--- src/design/bst_consts.svh ---
// Constants of the boundary-scan test access port
// Overview of operation
// - Port uses a 16-state controller, six-bit instruction and five test pins
// - Low test reset forces Test-Logic-Reset regardless of the test clock
// - Mode select and serial input are sampled on test clock rising edges
// - Serial output changes on test clock falling edges
// - Serial output is driven only in Shift-DR and Shift-IR
// - State advances by the mode select level at each rising edge
// - Five rising edges with mode select high reach Test-Logic-Reset
// - Serial input feeds whichever register the controller currently selects
// - Inputs get observe cells, outputs control cells, bidirectional pins both
// - Static boundary scan covers the directly coupled pins
// - AC test mode drives a time-varying value through coupled outputs
// - Identification register is readable through the serial path
// - Opcodes 000000 extest, 000001 sample/preload, 000010 identification
// - Opcode 000011 tri-states, 111110 clamps with bypass, 111111 bypass
// - Capture-IR loads the fixed pattern 101101
// - Shifted instruction becomes active only at Update-IR
`ifndef BST_CONSTS_SVH
`define BST_CONSTS_SVH

`define BST_IR_W          6
`define BST_OP_EXTEST     6'h00
`define BST_OP_SAMPLE     6'h01
`define BST_OP_IDCODE     6'h02
`define BST_OP_HIGHZ      6'h03
`define BST_OP_CAPTURE    6'h2D
`define BST_OP_AC_TRAIN   6'h3C
`define BST_OP_AC_PULSE   6'h3D
`define BST_OP_CLAMP      6'h3E
`define BST_OP_BYPASS     6'h3F
`define BST_ID_W          32
`define BST_N_IN          8
`define BST_N_OUT         8
`define BST_N_BI          13
`define BST_BI_MASTER_MGMT_BUS_CLOCK 0
`define BST_BI_MASTER_MGMT_BUS_DATA  1
`define BST_BI_SLAVE_MGMT_BUS_CLOCK  2
`define BST_BI_SLAVE_MGMT_BUS_DATA   3
`define BST_BI_GPIO_BASE  4
`define BST_CHAIN_W       (`BST_N_IN + `BST_N_OUT + 3 * `BST_N_BI)
`define BST_FIFO_DEPTH    16

`endif

--- src/design/bst_pkg.sv ---
// Types shared by the boundary-scan test access port
package bst_pkg;
	`include "bst_consts.svh"

	// Gray codes along the usual data and instruction paths
	typedef enum logic [3:0] {
		BST_TLR   = 4'h0,
		BST_RTI   = 4'h1,
		BST_SELDR = 4'h3,
		BST_CAPDR = 4'h2,
		BST_SHDR  = 4'h6,
		BST_EX1DR = 4'h7,
		BST_UPDDR = 4'h5,
		BST_SELIR = 4'h4,
		BST_CAPIR = 4'hC,
		BST_SHIR  = 4'hD,
		BST_EX1IR = 4'hF,
		BST_PSIR  = 4'hE,
		BST_EX2IR = 4'hA,
		BST_UPDIR = 4'hB,
		BST_PSDR  = 4'h9,
		BST_EX2DR = 4'h8
	} bst_state_e;

	// Functional drive of the output and bidirectional pads
	typedef struct packed {
		logic [`BST_N_OUT-1:0] out;
		logic [`BST_N_BI-1:0]  bi_out;
		logic [`BST_N_BI-1:0]  bi_oe;
	} bst_drive_s;

	typedef logic [`BST_CHAIN_W-1:0] bst_chain_t;
endpackage

--- src/design/bst_tap.sv ---
// Boundary-scan test access port with its snapshot FIFO
`timescale 1ns/1ps
`include "bst_consts.svh"

// ****************************************************
// Snapshot FIFO
// ****************************************************
module bst_fifo #(
	parameter int W = 8,
	parameter int D = 16
) (
	// Clock and reset
	input  wire logic         clk_sys,
	input  wire logic         rst_n,
	// Fill side
	input  wire logic         in_valid,
	output logic              in_ready,
	input  wire logic [W-1:0] in_data,
	// Drain side
	output logic              out_valid,
	input  wire logic         out_ready,
	output logic [W-1:0]      out_data
);
	localparam int AW = $clog2(D);
	logic [W-1:0] mem_q [D];
	logic [W-1:0] mem_d [D];
	logic [AW:0]  wr_q, wr_d, rd_q, rd_d;
	logic         push, pop;
	assign in_ready  = (wr_q - rd_q) != (AW+1)'(D);
	assign out_valid = wr_q != rd_q;
	assign out_data  = mem_q[rd_q[AW-1:0]];
	assign push      = in_valid & in_ready;
	assign pop       = out_valid & out_ready;
	always_comb begin
		mem_d = mem_q;
		wr_d  = wr_q + (AW+1)'(push);
		rd_d  = rd_q + (AW+1)'(pop);
		if (push) begin
			mem_d[wr_q[AW-1:0]] = in_data;
		end
	end
	always_ff @(posedge clk_sys) begin
		mem_q <= mem_d;
		if (!rst_n) begin
			wr_q <= '0;
			rd_q <= '0;
		end else begin
			wr_q <= wr_d;
			rd_q <= rd_d;
		end
	end
endmodule

// ****************************************************
// Test access port
// ****************************************************
module bst_tap import bst_pkg::*; #(
	// Arbitrary neutral identification value; bit 0 must stay one
	parameter logic [`BST_ID_W-1:0] ID_VALUE = 32'h0ABC_D001
) (
	// System clock and reset
	input  wire logic                 clk_sys,
	input  wire logic                 rst_n,
	// Test pins
	input  wire logic                 tck_i,
	input  wire logic                 tms_i,
	input  wire logic                 tdi_i,
	input  wire logic                 trst_n_i,
	output logic                      tdo_o,
	output logic                      tdo_oe,
	// Pads: bits 0..3 are master and slave management bus, rest GPIO
	input  wire logic [`BST_N_IN-1:0] pad_in_i,
	output logic [`BST_N_OUT-1:0]     pad_out_o,
	input  wire logic [`BST_N_BI-1:0] pad_bi_i,
	output logic [`BST_N_BI-1:0]      pad_bi_o,
	output logic [`BST_N_BI-1:0]      pad_bi_oe,
	// Core side of the pads
	input  wire bst_drive_s           core_drive_i,
	output logic [`BST_N_IN-1:0]      core_in_o,
	output logic [`BST_N_BI-1:0]      core_bi_o,
	// Stream of chain contents taken at each boundary Update-DR
	output logic                      snap_valid,
	input  wire logic                 snap_ready,
	output bst_chain_t                snap_data,
	output logic                      snap_room,
	output logic                      snap_overflow
);
	localparam int NI = `BST_N_IN;
	localparam int NO = `BST_N_OUT;
	localparam int NB = `BST_N_BI;
	localparam int CW = `BST_CHAIN_W;
	// ****************************************************
	// Pin synchronisers
	// ****************************************************
	logic [3:0]    pin_s1_q, pin_s2_q;
	logic [NI-1:0] in_s1_q, in_s2_q;
	logic [NB-1:0] bi_s1_q, bi_s2_q;
	logic          tck_prev_q;
	logic          tck_rise, tck_fall, tms, tdi, trst_act;
	always_ff @(posedge clk_sys) begin
		pin_s1_q   <= {trst_n_i, tdi_i, tms_i, tck_i};
		pin_s2_q   <= pin_s1_q;
		in_s1_q    <= pad_in_i;
		in_s2_q    <= in_s1_q;
		bi_s1_q    <= pad_bi_i;
		bi_s2_q    <= bi_s1_q;
		tck_prev_q <= rst_n ? pin_s2_q[0] : 1'b0;
	end
	assign tck_rise = pin_s2_q[0] & ~tck_prev_q;
	assign tck_fall = ~pin_s2_q[0] & tck_prev_q;
	assign tms      = pin_s2_q[1];
	assign tdi      = pin_s2_q[2];
	// Level reset, acts on every system edge with no test clock needed
	assign trst_act = ~pin_s2_q[3] | ~rst_n;
	// ****************************************************
	// Controller and registers
	// ****************************************************
	bst_state_e                st_q, st_d;
	logic [`BST_IR_W-1:0]      irs_q, irs_d, ir_q, ir_d;
	logic [`BST_ID_W-1:0]      ids_q, ids_d;
	logic                      byp_q, byp_d;
	bst_chain_t                bsr_q, bsr_d, upd_q, upd_d, cap;
	logic                      ac_q, ac_d;
	logic                      sel_bsr, sel_id, upd_push;
	always_comb begin
		sel_bsr = ir_q == `BST_OP_EXTEST || ir_q == `BST_OP_SAMPLE ||
			ir_q == `BST_OP_AC_TRAIN || ir_q == `BST_OP_AC_PULSE;
		sel_id  = ir_q == `BST_OP_IDCODE;
	end
	// Capture values in chain order: inputs, outputs, then per bidir pin
	// its data, enable and observe cells
	genvar gi;
	generate
		for (gi = 0; gi < CW; gi++) begin : g_cap
			if (gi < NI) begin : g_i
				assign cap[gi] = in_s2_q[gi];
			end else if (gi < NI + NO) begin : g_o
				assign cap[gi] = core_drive_i.out[gi-NI];
			end else begin : g_b
				localparam int B = (gi - NI - NO) / 3;
				localparam int K = (gi - NI - NO) % 3;
				if (K == 0) begin : g_d
					assign cap[gi] = core_drive_i.bi_out[B];
				end else if (K == 1) begin : g_e
					assign cap[gi] = core_drive_i.bi_oe[B];
				end else begin : g_c
					assign cap[gi] = bi_s2_q[B];
				end
			end
		end
	endgenerate
	always_comb begin
		st_d     = st_q;
		irs_d    = irs_q;
		ir_d     = ir_q;
		ids_d    = ids_q;
		byp_d    = byp_q;
		bsr_d    = bsr_q;
		upd_d    = upd_q;
		ac_d     = ac_q;
		upd_push = 1'b0;
		if (tck_rise) begin
			case (st_q)
			BST_TLR:   st_d = tms ? BST_TLR   : BST_RTI;
			BST_RTI:   st_d = tms ? BST_SELDR : BST_RTI;
			BST_SELDR: st_d = tms ? BST_SELIR : BST_CAPDR;
			BST_CAPDR: st_d = tms ? BST_EX1DR : BST_SHDR;
			BST_SHDR:  st_d = tms ? BST_EX1DR : BST_SHDR;
			BST_EX1DR: st_d = tms ? BST_UPDDR : BST_PSDR;
			BST_PSDR:  st_d = tms ? BST_EX2DR : BST_PSDR;
			BST_EX2DR: st_d = tms ? BST_UPDDR : BST_SHDR;
			BST_UPDDR: st_d = tms ? BST_SELDR : BST_RTI;
			BST_SELIR: st_d = tms ? BST_TLR   : BST_CAPIR;
			BST_CAPIR: st_d = tms ? BST_EX1IR : BST_SHIR;
			BST_SHIR:  st_d = tms ? BST_EX1IR : BST_SHIR;
			BST_EX1IR: st_d = tms ? BST_UPDIR : BST_PSIR;
			BST_PSIR:  st_d = tms ? BST_EX2IR : BST_PSIR;
			BST_EX2IR: st_d = tms ? BST_UPDIR : BST_SHIR;
			BST_UPDIR: st_d = tms ? BST_SELDR : BST_RTI;
			default:   st_d = BST_TLR;
			endcase
			case (st_q)
			BST_TLR: begin
				ir_d = `BST_OP_IDCODE;
			end
			BST_RTI: begin
				// Coupled outputs toggle each idle clock in train mode
				ac_d = (ir_q == `BST_OP_AC_TRAIN) & ~ac_q;
			end
			BST_CAPDR: begin
				byp_d = 1'b0;
				ids_d = ID_VALUE;
				bsr_d = cap;
			end
			BST_SHDR: begin
				if (sel_bsr) begin
					bsr_d = {tdi, bsr_q[CW-1:1]};
				end else if (sel_id) begin
					ids_d = {tdi, ids_q[`BST_ID_W-1:1]};
				end else begin
					byp_d = tdi;
				end
			end
			BST_UPDDR: begin
				if (sel_bsr) begin
					upd_d    = bsr_q;
					upd_push = 1'b1;
				end
			end
			BST_CAPIR: begin
				irs_d = `BST_OP_CAPTURE;
			end
			BST_SHIR: begin
				irs_d = {tdi, irs_q[`BST_IR_W-1:1]};
			end
			BST_UPDIR: begin
				ir_d = irs_q;
				ac_d = 1'b0;
			end
			default: begin
			end
			endcase
		end
		if (trst_act) begin
			st_d = BST_TLR;
			ir_d = `BST_OP_IDCODE;
			ac_d = 1'b0;
		end
	end
	always_ff @(posedge clk_sys) begin
		st_q  <= st_d;
		irs_q <= irs_d;
		ir_q  <= ir_d;
		ac_q  <= ac_d;
		ids_q <= ids_d;
		byp_q <= byp_d;
		bsr_q <= bsr_d;
		upd_q <= upd_d;
	end
	// ****************************************************
	// Serial output on the falling test clock edge
	// ****************************************************
	logic tdo_q, tdo_d, tdo_oe_q, tdo_oe_d;
	always_comb begin
		tdo_d    = tdo_q;
		tdo_oe_d = tdo_oe_q;
		if (tck_fall) begin
			tdo_oe_d = st_q == BST_SHDR || st_q == BST_SHIR;
			if (st_q == BST_SHIR) begin
				tdo_d = irs_q[0];
			end else if (sel_bsr) begin
				tdo_d = bsr_q[0];
			end else if (sel_id) begin
				tdo_d = ids_q[0];
			end else begin
				tdo_d = byp_q;
			end
		end
		if (trst_act) begin
			tdo_oe_d = 1'b0;
		end
	end
	always_ff @(posedge clk_sys) begin
		if (!rst_n) begin
			tdo_q    <= 1'b0;
			tdo_oe_q <= 1'b0;
		end else begin
			tdo_q    <= tdo_d;
			tdo_oe_q <= tdo_oe_d;
		end
	end
	assign tdo_o  = tdo_q;
	assign tdo_oe = tdo_oe_q;
	// ****************************************************
	// Pad drive
	// ****************************************************
	bst_drive_s drv_q, drv_d, tst;
	logic       test_drv, highz, pulse;
	generate
		for (gi = 0; gi < NB; gi++) begin : g_bi
			assign tst.bi_out[gi] = upd_q[NI + NO + 3*gi];
			assign tst.bi_oe[gi]  = upd_q[NI + NO + 3*gi + 1];
		end
	endgenerate
	// Whole struct is driven by continuous assigns, never procedurally
	assign tst.out = upd_q[NI +: NO] ^ {NO{ac_q | pulse}};
	always_comb begin
		test_drv = ir_q == `BST_OP_EXTEST || ir_q == `BST_OP_CLAMP ||
			ir_q == `BST_OP_AC_TRAIN || ir_q == `BST_OP_AC_PULSE;
		highz    = ir_q == `BST_OP_HIGHZ;
		// Pulse mode inverts the coupled outputs while idling
		pulse    = ir_q == `BST_OP_AC_PULSE && st_q == BST_RTI;
		drv_d    = test_drv ? tst : core_drive_i;
		if (highz) begin
			drv_d.bi_oe = '0;
		end
	end
	always_ff @(posedge clk_sys) begin
		if (!rst_n) begin
			drv_q <= '0;
		end else begin
			drv_q <= drv_d;
		end
	end
	// Tri-stated output-only pads are modelled as driving low
	assign pad_out_o = highz ? '0 : drv_q.out;
	assign pad_bi_o  = drv_q.bi_out;
	assign pad_bi_oe = drv_q.bi_oe;
	assign core_in_o = in_s2_q;
	assign core_bi_o = bi_s2_q;
	// ****************************************************
	// Snapshot stream
	// ****************************************************
	// The test clock cannot be stalled, so a full FIFO drops the word
	// and raises a sticky flag cleared only by system reset
	logic ovf_q, ovf_d;
	always_comb begin
		ovf_d = ovf_q | (upd_push & ~snap_room);
	end
	always_ff @(posedge clk_sys) begin
		if (!rst_n) begin
			ovf_q <= 1'b0;
		end else begin
			ovf_q <= ovf_d;
		end
	end
	assign snap_overflow = ovf_q;
	bst_fifo #(
		.W (CW),
		.D (`BST_FIFO_DEPTH)
	) u_fifo (
		.clk_sys   (clk_sys),
		.rst_n     (rst_n),
		.in_valid  (upd_push),
		.in_ready  (snap_room),
		.in_data   (bsr_q),
		.out_valid (snap_valid),
		.out_ready (snap_ready),
		.out_data  (snap_data)
	);
endmodule

--- config.mk ---
export PLATFORM = sky130hd
export DESIGN_NAME = bst_tap
export DESIGN_NICKNAME = d
export VERILOG_FILES = /design/src/design/bst_pkg.sv /design/src/design/bst_tap.sv
export VERILOG_INCLUDE_DIRS = /design/src /design/src/design
export SDC_FILE = /design/constraint.sdc
export NUM_CORES = 1
export LEC_CHECK = 0
export BUFFER_PORTS_ARGS = -buffer_cell sky130_fd_sc_hd__buf_4
export CORE_AREA = 5 5 388 390
export CTS_CLUSTER_DIAMETER = 120
export CTS_CLUSTER_SIZE = 24
export DETAILED_ROUTE_END_ITERATION = 6
export DIE_AREA = 0 0 393 395
export GPL_TIMING_DRIVEN = 0
export PLACE_DENSITY = 0.48
export SETUP_SLACK_MARGIN = 0.1
export SLEW_MARGIN = 25
export SYNTH_ARGS = -nofsm -noshare
export SYNTH_HDL_FRONTEND = slang
export SYNTH_HIERARCHICAL = 1
export SYNTH_SLANG_ARGS = --single-unit
--- constraint.sdc ---
create_clock -name clk_sys -period 16.7 [get_ports clk_sys]
set_input_delay 2.505 -clock clk_sys [delete_from_list [all_inputs] [get_ports clk_sys]]
set_output_delay 2.505 -clock clk_sys [all_outputs]
set_load 0.1 [all_outputs]
* After elaboration in Yosys (flattened, before gate mapping)
Index checks and enable logic that the tools add are counted.
** Word-level totals
- Flip-flop bits (word level) :: 1137
- Input bits :: 62
- Output and inout port bits :: 115
** Cells by class
- Add/subtract/negate cells :: 3
- Magnitude comparators :: 3
- Equality and inequality tests :: 27
- Multiplexer cells :: 38
- Bitwise operators :: 18
- Reduce and logical (&&, ||, !) cells :: 27
** Operators by type and width (count)
- 880-bit bitwise mux :: 1
- 55-bit binary-select mux with 4-bit select :: 1
- 55-bit demux with 4-bit select :: 1
- 55-bit two-way mux :: 4
- 55-bit one-hot mux with 2 select lines :: 1
- 32-bit two-way mux :: 2
- 32-bit one-hot mux with 2 select lines :: 1
- 4-bit one-hot mux with 12 select lines :: 1
- 34-bit two-way mux :: 1
- 4-bit equality test (second input constant) :: 8
- 6-bit one-hot mux with 2 select lines :: 2
- 6-bit equality test (second input constant) :: 3
- 4-bit by 3-bit equality test with 1-bit output (second input constant) :: 4
- 6-bit by 2-bit equality test with 1-bit output (second input constant) :: 2
- 3-bit two-way mux :: 4
- 1-bit two-way mux :: 11
- 5-bit by 1-bit adder with 5-bit output :: 2
- 5-bit >= comparator (second input constant) :: 2
- 4-bit NOT with 5-bit output :: 2
- 4-bit by 2-bit equality test with 1-bit output (second input constant) :: 2
- 4-bit two-way mux :: 2
- 8-bit two-way mux :: 1
- 2-bit inequality test (second input constant) :: 4
- 4-bit AND reduction :: 2
- 21 further kinds :: 52

* Longest topological paths before layout
- Word-level depth :: 9
- Mapped depth :: 16
- Depth with buffers taken out :: 13

* By module
Netlist, hierarchy kept.
** Modules (own cells, without submodules)
- bst_fifo :: instances 1, cells an instance 1305, area an instance 33719.8 µm², sequential area each 26625.5 µm²
- bst_tap :: instances 1, cells an instance 605, area an instance 8388.0 µm², sequential area each 5825.6 µm²

* Least setup slack after synthesis
OpenSTA, ideal clock, no wires.
- Kind :: register -> register
- Start :: reg u_fifo.rd_q[3]
- End :: reg u_fifo/mem_q[660] in the netlist's numbering (enable)
- Library setup time :: 0.623 ns
- Arrival :: 7.832 ns
- Required time :: 16.077 ns
- Slack :: 8.245 ns
- Cell stages (with the launch flop) :: 11
- Clock period less this slack :: 8.455 ns
- Cell sequence :: dfxtp_1 buf_1 buf_1 inv_1 ha_1 nand2_1 o21ba_2 o211ai_1 a22oi_2 buf_2 nor4b_1
** On the way
- Longest elaborated chain between the ends :: 3
** RTL lines
- start: declaration :: line bst_tap.sv:27 : logic [AW:0] wr_q, wr_d, rd_q, rd_d;
- start signal: assignment :: line bst_tap.sv:49 : rd_q <= rd_d;
- 5-bit subtractor :: line bst_tap.sv:29 : assign in_ready = (wr_q - rd_q) != (AW+1)'(D);
- 5-bit inequality test :: line bst_tap.sv:29
- 1-bit bitwise AND :: line bst_tap.sv:32 : assign push = in_valid & in_ready;
- end signal: assignment :: line bst_tap.sv:43 : mem_q <= mem_d;
- end: declaration :: line bst_tap.sv:25 : logic [W-1:0] mem_q [D];
No other way between the ends.
A chain may end at the register's enable or synchronous reset.

* Final worst setup path
- Start :: reg u_fifo.rd_q[3]
- End :: out snap_room
** On the way
- Longest elaborated chain between the ends :: 2
** RTL lines
- 5-bit subtractor :: line bst_tap.sv:29
- 5-bit inequality test :: line bst_tap.sv:29
- end: declaration :: line bst_tap.sv:85 : output logic snap_room,
No other way between the ends.

==> flow_summary_export.csv <==
group,metric,value,unit
placed_design,dpl_worst_slack,10.11,ns
logic_synthesis,ys_ff_latch,1117,
critical_path,cp_cell_sequence,"buf_1 -> clkbuf_2 -> inv_1 -> ha_1 -> nand2_1 -> o21ba_2 -> o211ai_1 -> a22oi_2 -> inv_2 -> buf_4",
placed_design,io_buffers,176,
logic_synthesis,synth_nets,1980,
route,wl_met3,6530,µm
cells_and_area,final_cell_mix,"1008 x edfxtp_1, 280 x buf_4, 275 x mux4_2, 225 x buf_2, 109 x dfxtp_1",
critical_path,critPathLaunchType,"flip-flop",
clock_network,insertion_delay,0.69,ns
floorplan,ioPinCount,177,
floorplan,initial_utilization,28.7,%
logic_synthesis,yosysWarnings,6,
global_routing,grt_max_degree,26,
pwr,p_int,3.69,mW
route,highest_layer,"met4",
pwr,p_per_area,94.6,nW/µm²
sta,max_freq,143,MHz
route,drtAntennaViolNets,0,
clock_network,cts_tree,"yes",
cells_and_area,final_common_cell,"edfxtp_1",
clock_network,holdBufCountCts,0,
clock_network,cts.sinks,1117,
pwr,seqPwrFrac,64.8,%
pwr,ir_drop,0.0695,mV
outcome,status,"completed",
route,wl_met2,57700,µm
route,drt_iter0_markers,2025,
placed_design,place_congestion,0.740,
clock_network,postCtsSetupBuffers,0,
logic_synthesis,async_reset_ff_share,0,%
clock_network,htree_levels,2,
floorplan,dieArea,155000,µm²
sta,relSlewSlack,29.4,%
logic_synthesis,synthCells,1910,
global_routing,grt_use_total,14.8,%
sta,finalHoldViolCount,0,
global_routing,antenna_found_initial,9,
sta,slew_violations,0,
route,via_per_inst,4.78,
clock_network,root_buffer,"clkbuf_16",
logic_synthesis,synthesis.area,42100,µm²
clock_network,clk_pin_slew,0.11,ns
global_routing,grt_overflow,0,
critical_path,end_kind,"output pin",
sta,rsz0062_at_grt,"false",
cells_and_area,nets,2479,
logic_synthesis,synth-seq-area-share,77.1,%
clock_network,post_cts_resized,0,
sta,hold_slack,0.320,ns
logic_synthesis,syn_area_per_cell,22.0,µm²
clock_network,cts_buffer_depth,3,
global_routing,grt_pass1_wl,165000,µm
pwr,combPwrFrac,2.4,%
route,wire_per_inst,26.6,µm
critical_path,crit_slowest_cell,"buf_1",
logic_synthesis,synthTopCellsByArea,"edfxtp_1 72%, mux4_2 15%, dfxtp_1 5.2%",
sta,worst_pin_slew,1.06,ns
route,wl_met1,50900,µm
logic_synthesis,synth_edf_count,1008,
route,wl,117000,µm
sta,setup_viol,0,
pwr,clkPwrFrac,32.8,%
cells_and_area,drive_above_1_share,39.0,%
pwr,switching_power,0.969,mW
critical_path,required,14.20,ns
floorplan,rows,141,
sta,skew,0.0338,ns
logic_synthesis,yosysTopAreaCell,"edfxtp_1",
cells_and_area,syn2layout_area_growth,17.0,%
logic_synthesis,synth_ff_type,"edfxtp_1",
pwr,p_leak,16.1,nW
run,drv_cap,0,
cells_and_area,stdcell_area,49300,µm²
sta,period_minus_slack,6.99,ns
floorplan,die_w,393,µm
sta,fin_ws,9.71,ns
route,dr.pass1.iters,6,
critical_path,worstSetupPathType,"reg -> out",
global_routing,first_global_vias,21700,
critical_path,worst_path_largest_cell_delay,0.83,ns
placed_design,hpwl,85000,µm
pwr,netSwitchingFraction,20.8,%
sta,post-route-period-util,41.8,%
critical_path,cp_max_fo,10,
placed_design,dpl_cell_area,47600,µm²
cells_and_area,nFillCells,14000,
floorplan,die_h,395,µm
route,drc,0,
logic_synthesis,synth_top_cell_area_share,71.9,%
critical_path,arrival,4.48,ns
clock_network,cts_buffers,53,
route,dr_total_vias,21000,
sta,final.setup.tns,0,ns
floorplan,core_region_area,147000,µm²
logic_synthesis,netlist-cell-type-count,60,
pwr,power.total,4.66,mW
hold_path,hold_path.class,"reg -> reg",
cells in the mapped netlist, types with 4 or more instances:
| master | number |
|---|---|
| a21oi_1 | 20 |
| nand4_1 | 10 |
| dfxtp_1 | 109 |
| nor4b_1 | 6 |
| or3_1 | 4 |
| nand3_1 | 23 |
| buf_6 | 15 |
| buf_1 | 10 |
| buf_2 | 23 |
| nor2_1 | 18 |
| nor4_1 | 12 |
| nand4b_1 | 11 |
| inv_1 | 12 |
| mux2_2 | 55 |
| nor3_1 | 5 |
| mux4_2 | 275 |
| a21boi_1 | 11 |
| and2_1 | 36 |
| nor2b_1 | 14 |
| o21ai_0 | 7 |
| xnor2_1 | 6 |
| edfxtp_1 | 1008 |
| buf_4 | 45 |
| ha_1 | 8 |
| nand2b_1 | 18 |
| nand2_1 | 66 |
| clkbuf_1 | 29 |
| a22oi_1 | 5 |
| or2_2 | 4 |
critical path, delay by kind of cell (launching register included):
kind / cells / cell delay [ns]
adders and majority gates: 1 / 0.35
buffers and inverters: 5 / 1.95
AOI/OAI and AO/OA: 3 / 0.84
and+or+nand+nor: 1 / 0.10
DFF: 1 / 0.56
logic make-up after synthesis:
logic type	after synthesis	share of synthesized area, %
AO/OA/AOI/OAI	72	1.20
XOR/XNOR	9	0.187
adder cells (fa/ha/maj)	8	0.238
buffers and inverters	135	1.94
flip-flops	1117	77.1
multiplexers	330	16.2
AND/OR/NAND/NOR	239	3.19
per-stage QoR:
stage	instances	utilization [%]
after global placement	4016	31.2
after global routing	4385	33.6
final	4387	33.6
after floorplan	1910	-
after detailed placement	4284	32.5
after CTS	4384	33.6
per-layer routing:
layer | up-vias | GRT usage [%]
met5 | - | 0
met4 | 0 | 2.69
met3 | 93 | 2.14
met2 | 666 | 24.7
met1 | 11400 | 21.0
li1 | 8824 | -
final timing paths:
| kind | slack (ns) | depth (start not counted) | endpoint | from |
|---|---|---|---|---|
| worst max register to register | 10.89 | 16 | u_fifo/mem_q[695] | u_fifo/rd_q[3] |
| worst max-delay path | 9.71 | 10 | snap_room | u_fifo/rd_q[3] |
| worst min-delay path | 0.32 | 0 | core_in_o[1] | in_s1_q[1] |
| worst min register to register | 0.32 | 0 | core_in_o[1] | in_s1_q[1] |
registers in the layout (all words and copies together) (netlist names):
signal / cells
st_q: 4
bsr_q: 55
in_s1_q: 8
pin_s2_q: 4
u_fifo/wr_q: 5
upd_q: 34
tck_prev_q: 1
u_fifo/rd_q: 5
core_bi_o: 13
core_in_o: 8
tdo_o: 1
tdo_oe: 1
u_fifo/mem_q: 880
ac_q: 1
pad_bi_o: 13
ir_q: 6
snap_overflow: 1
drv_q: 8
pin_s1_q: 4
irs_q: 6
bi_s1_q: 13
byp_q: 1
pad_bi_oe: 13
ids_q: 32
power groups by stage:
stage | clock network (mW) | registers, mW | logic, mW
after floorplan | 0 | 3.10 | 0.0545
after global placement | 0 | 3.08 | 0.111
after detailed placement | 0 | 3.08 | 0.112
after CTS | 1.59 | 3.02 | 0.112
after global routing | 1.69 | 3.02 | 0.115
final | 1.53 | 3.02 | 0.111
cell type report:
class | instances | area, µm² | area share [%]
buffer | 122 | 773 | 1.57
clock buffer | 97 | 1580 | 3.20
antenna | 3 | 7.51 | 0.0152
multi-input combinational | 658 | 8970 | 18.2
timing repair buffer | 444 | 2980 | 6.05
tap | 1930 | 2410 | 4.90
sequential | 1117 | 32500 | 65.9
clock inverter | 3 | 41.3 | 0.0838
inverter | 13 | 48.8 | 0.0991
Power figures use the tool's default switching activity.
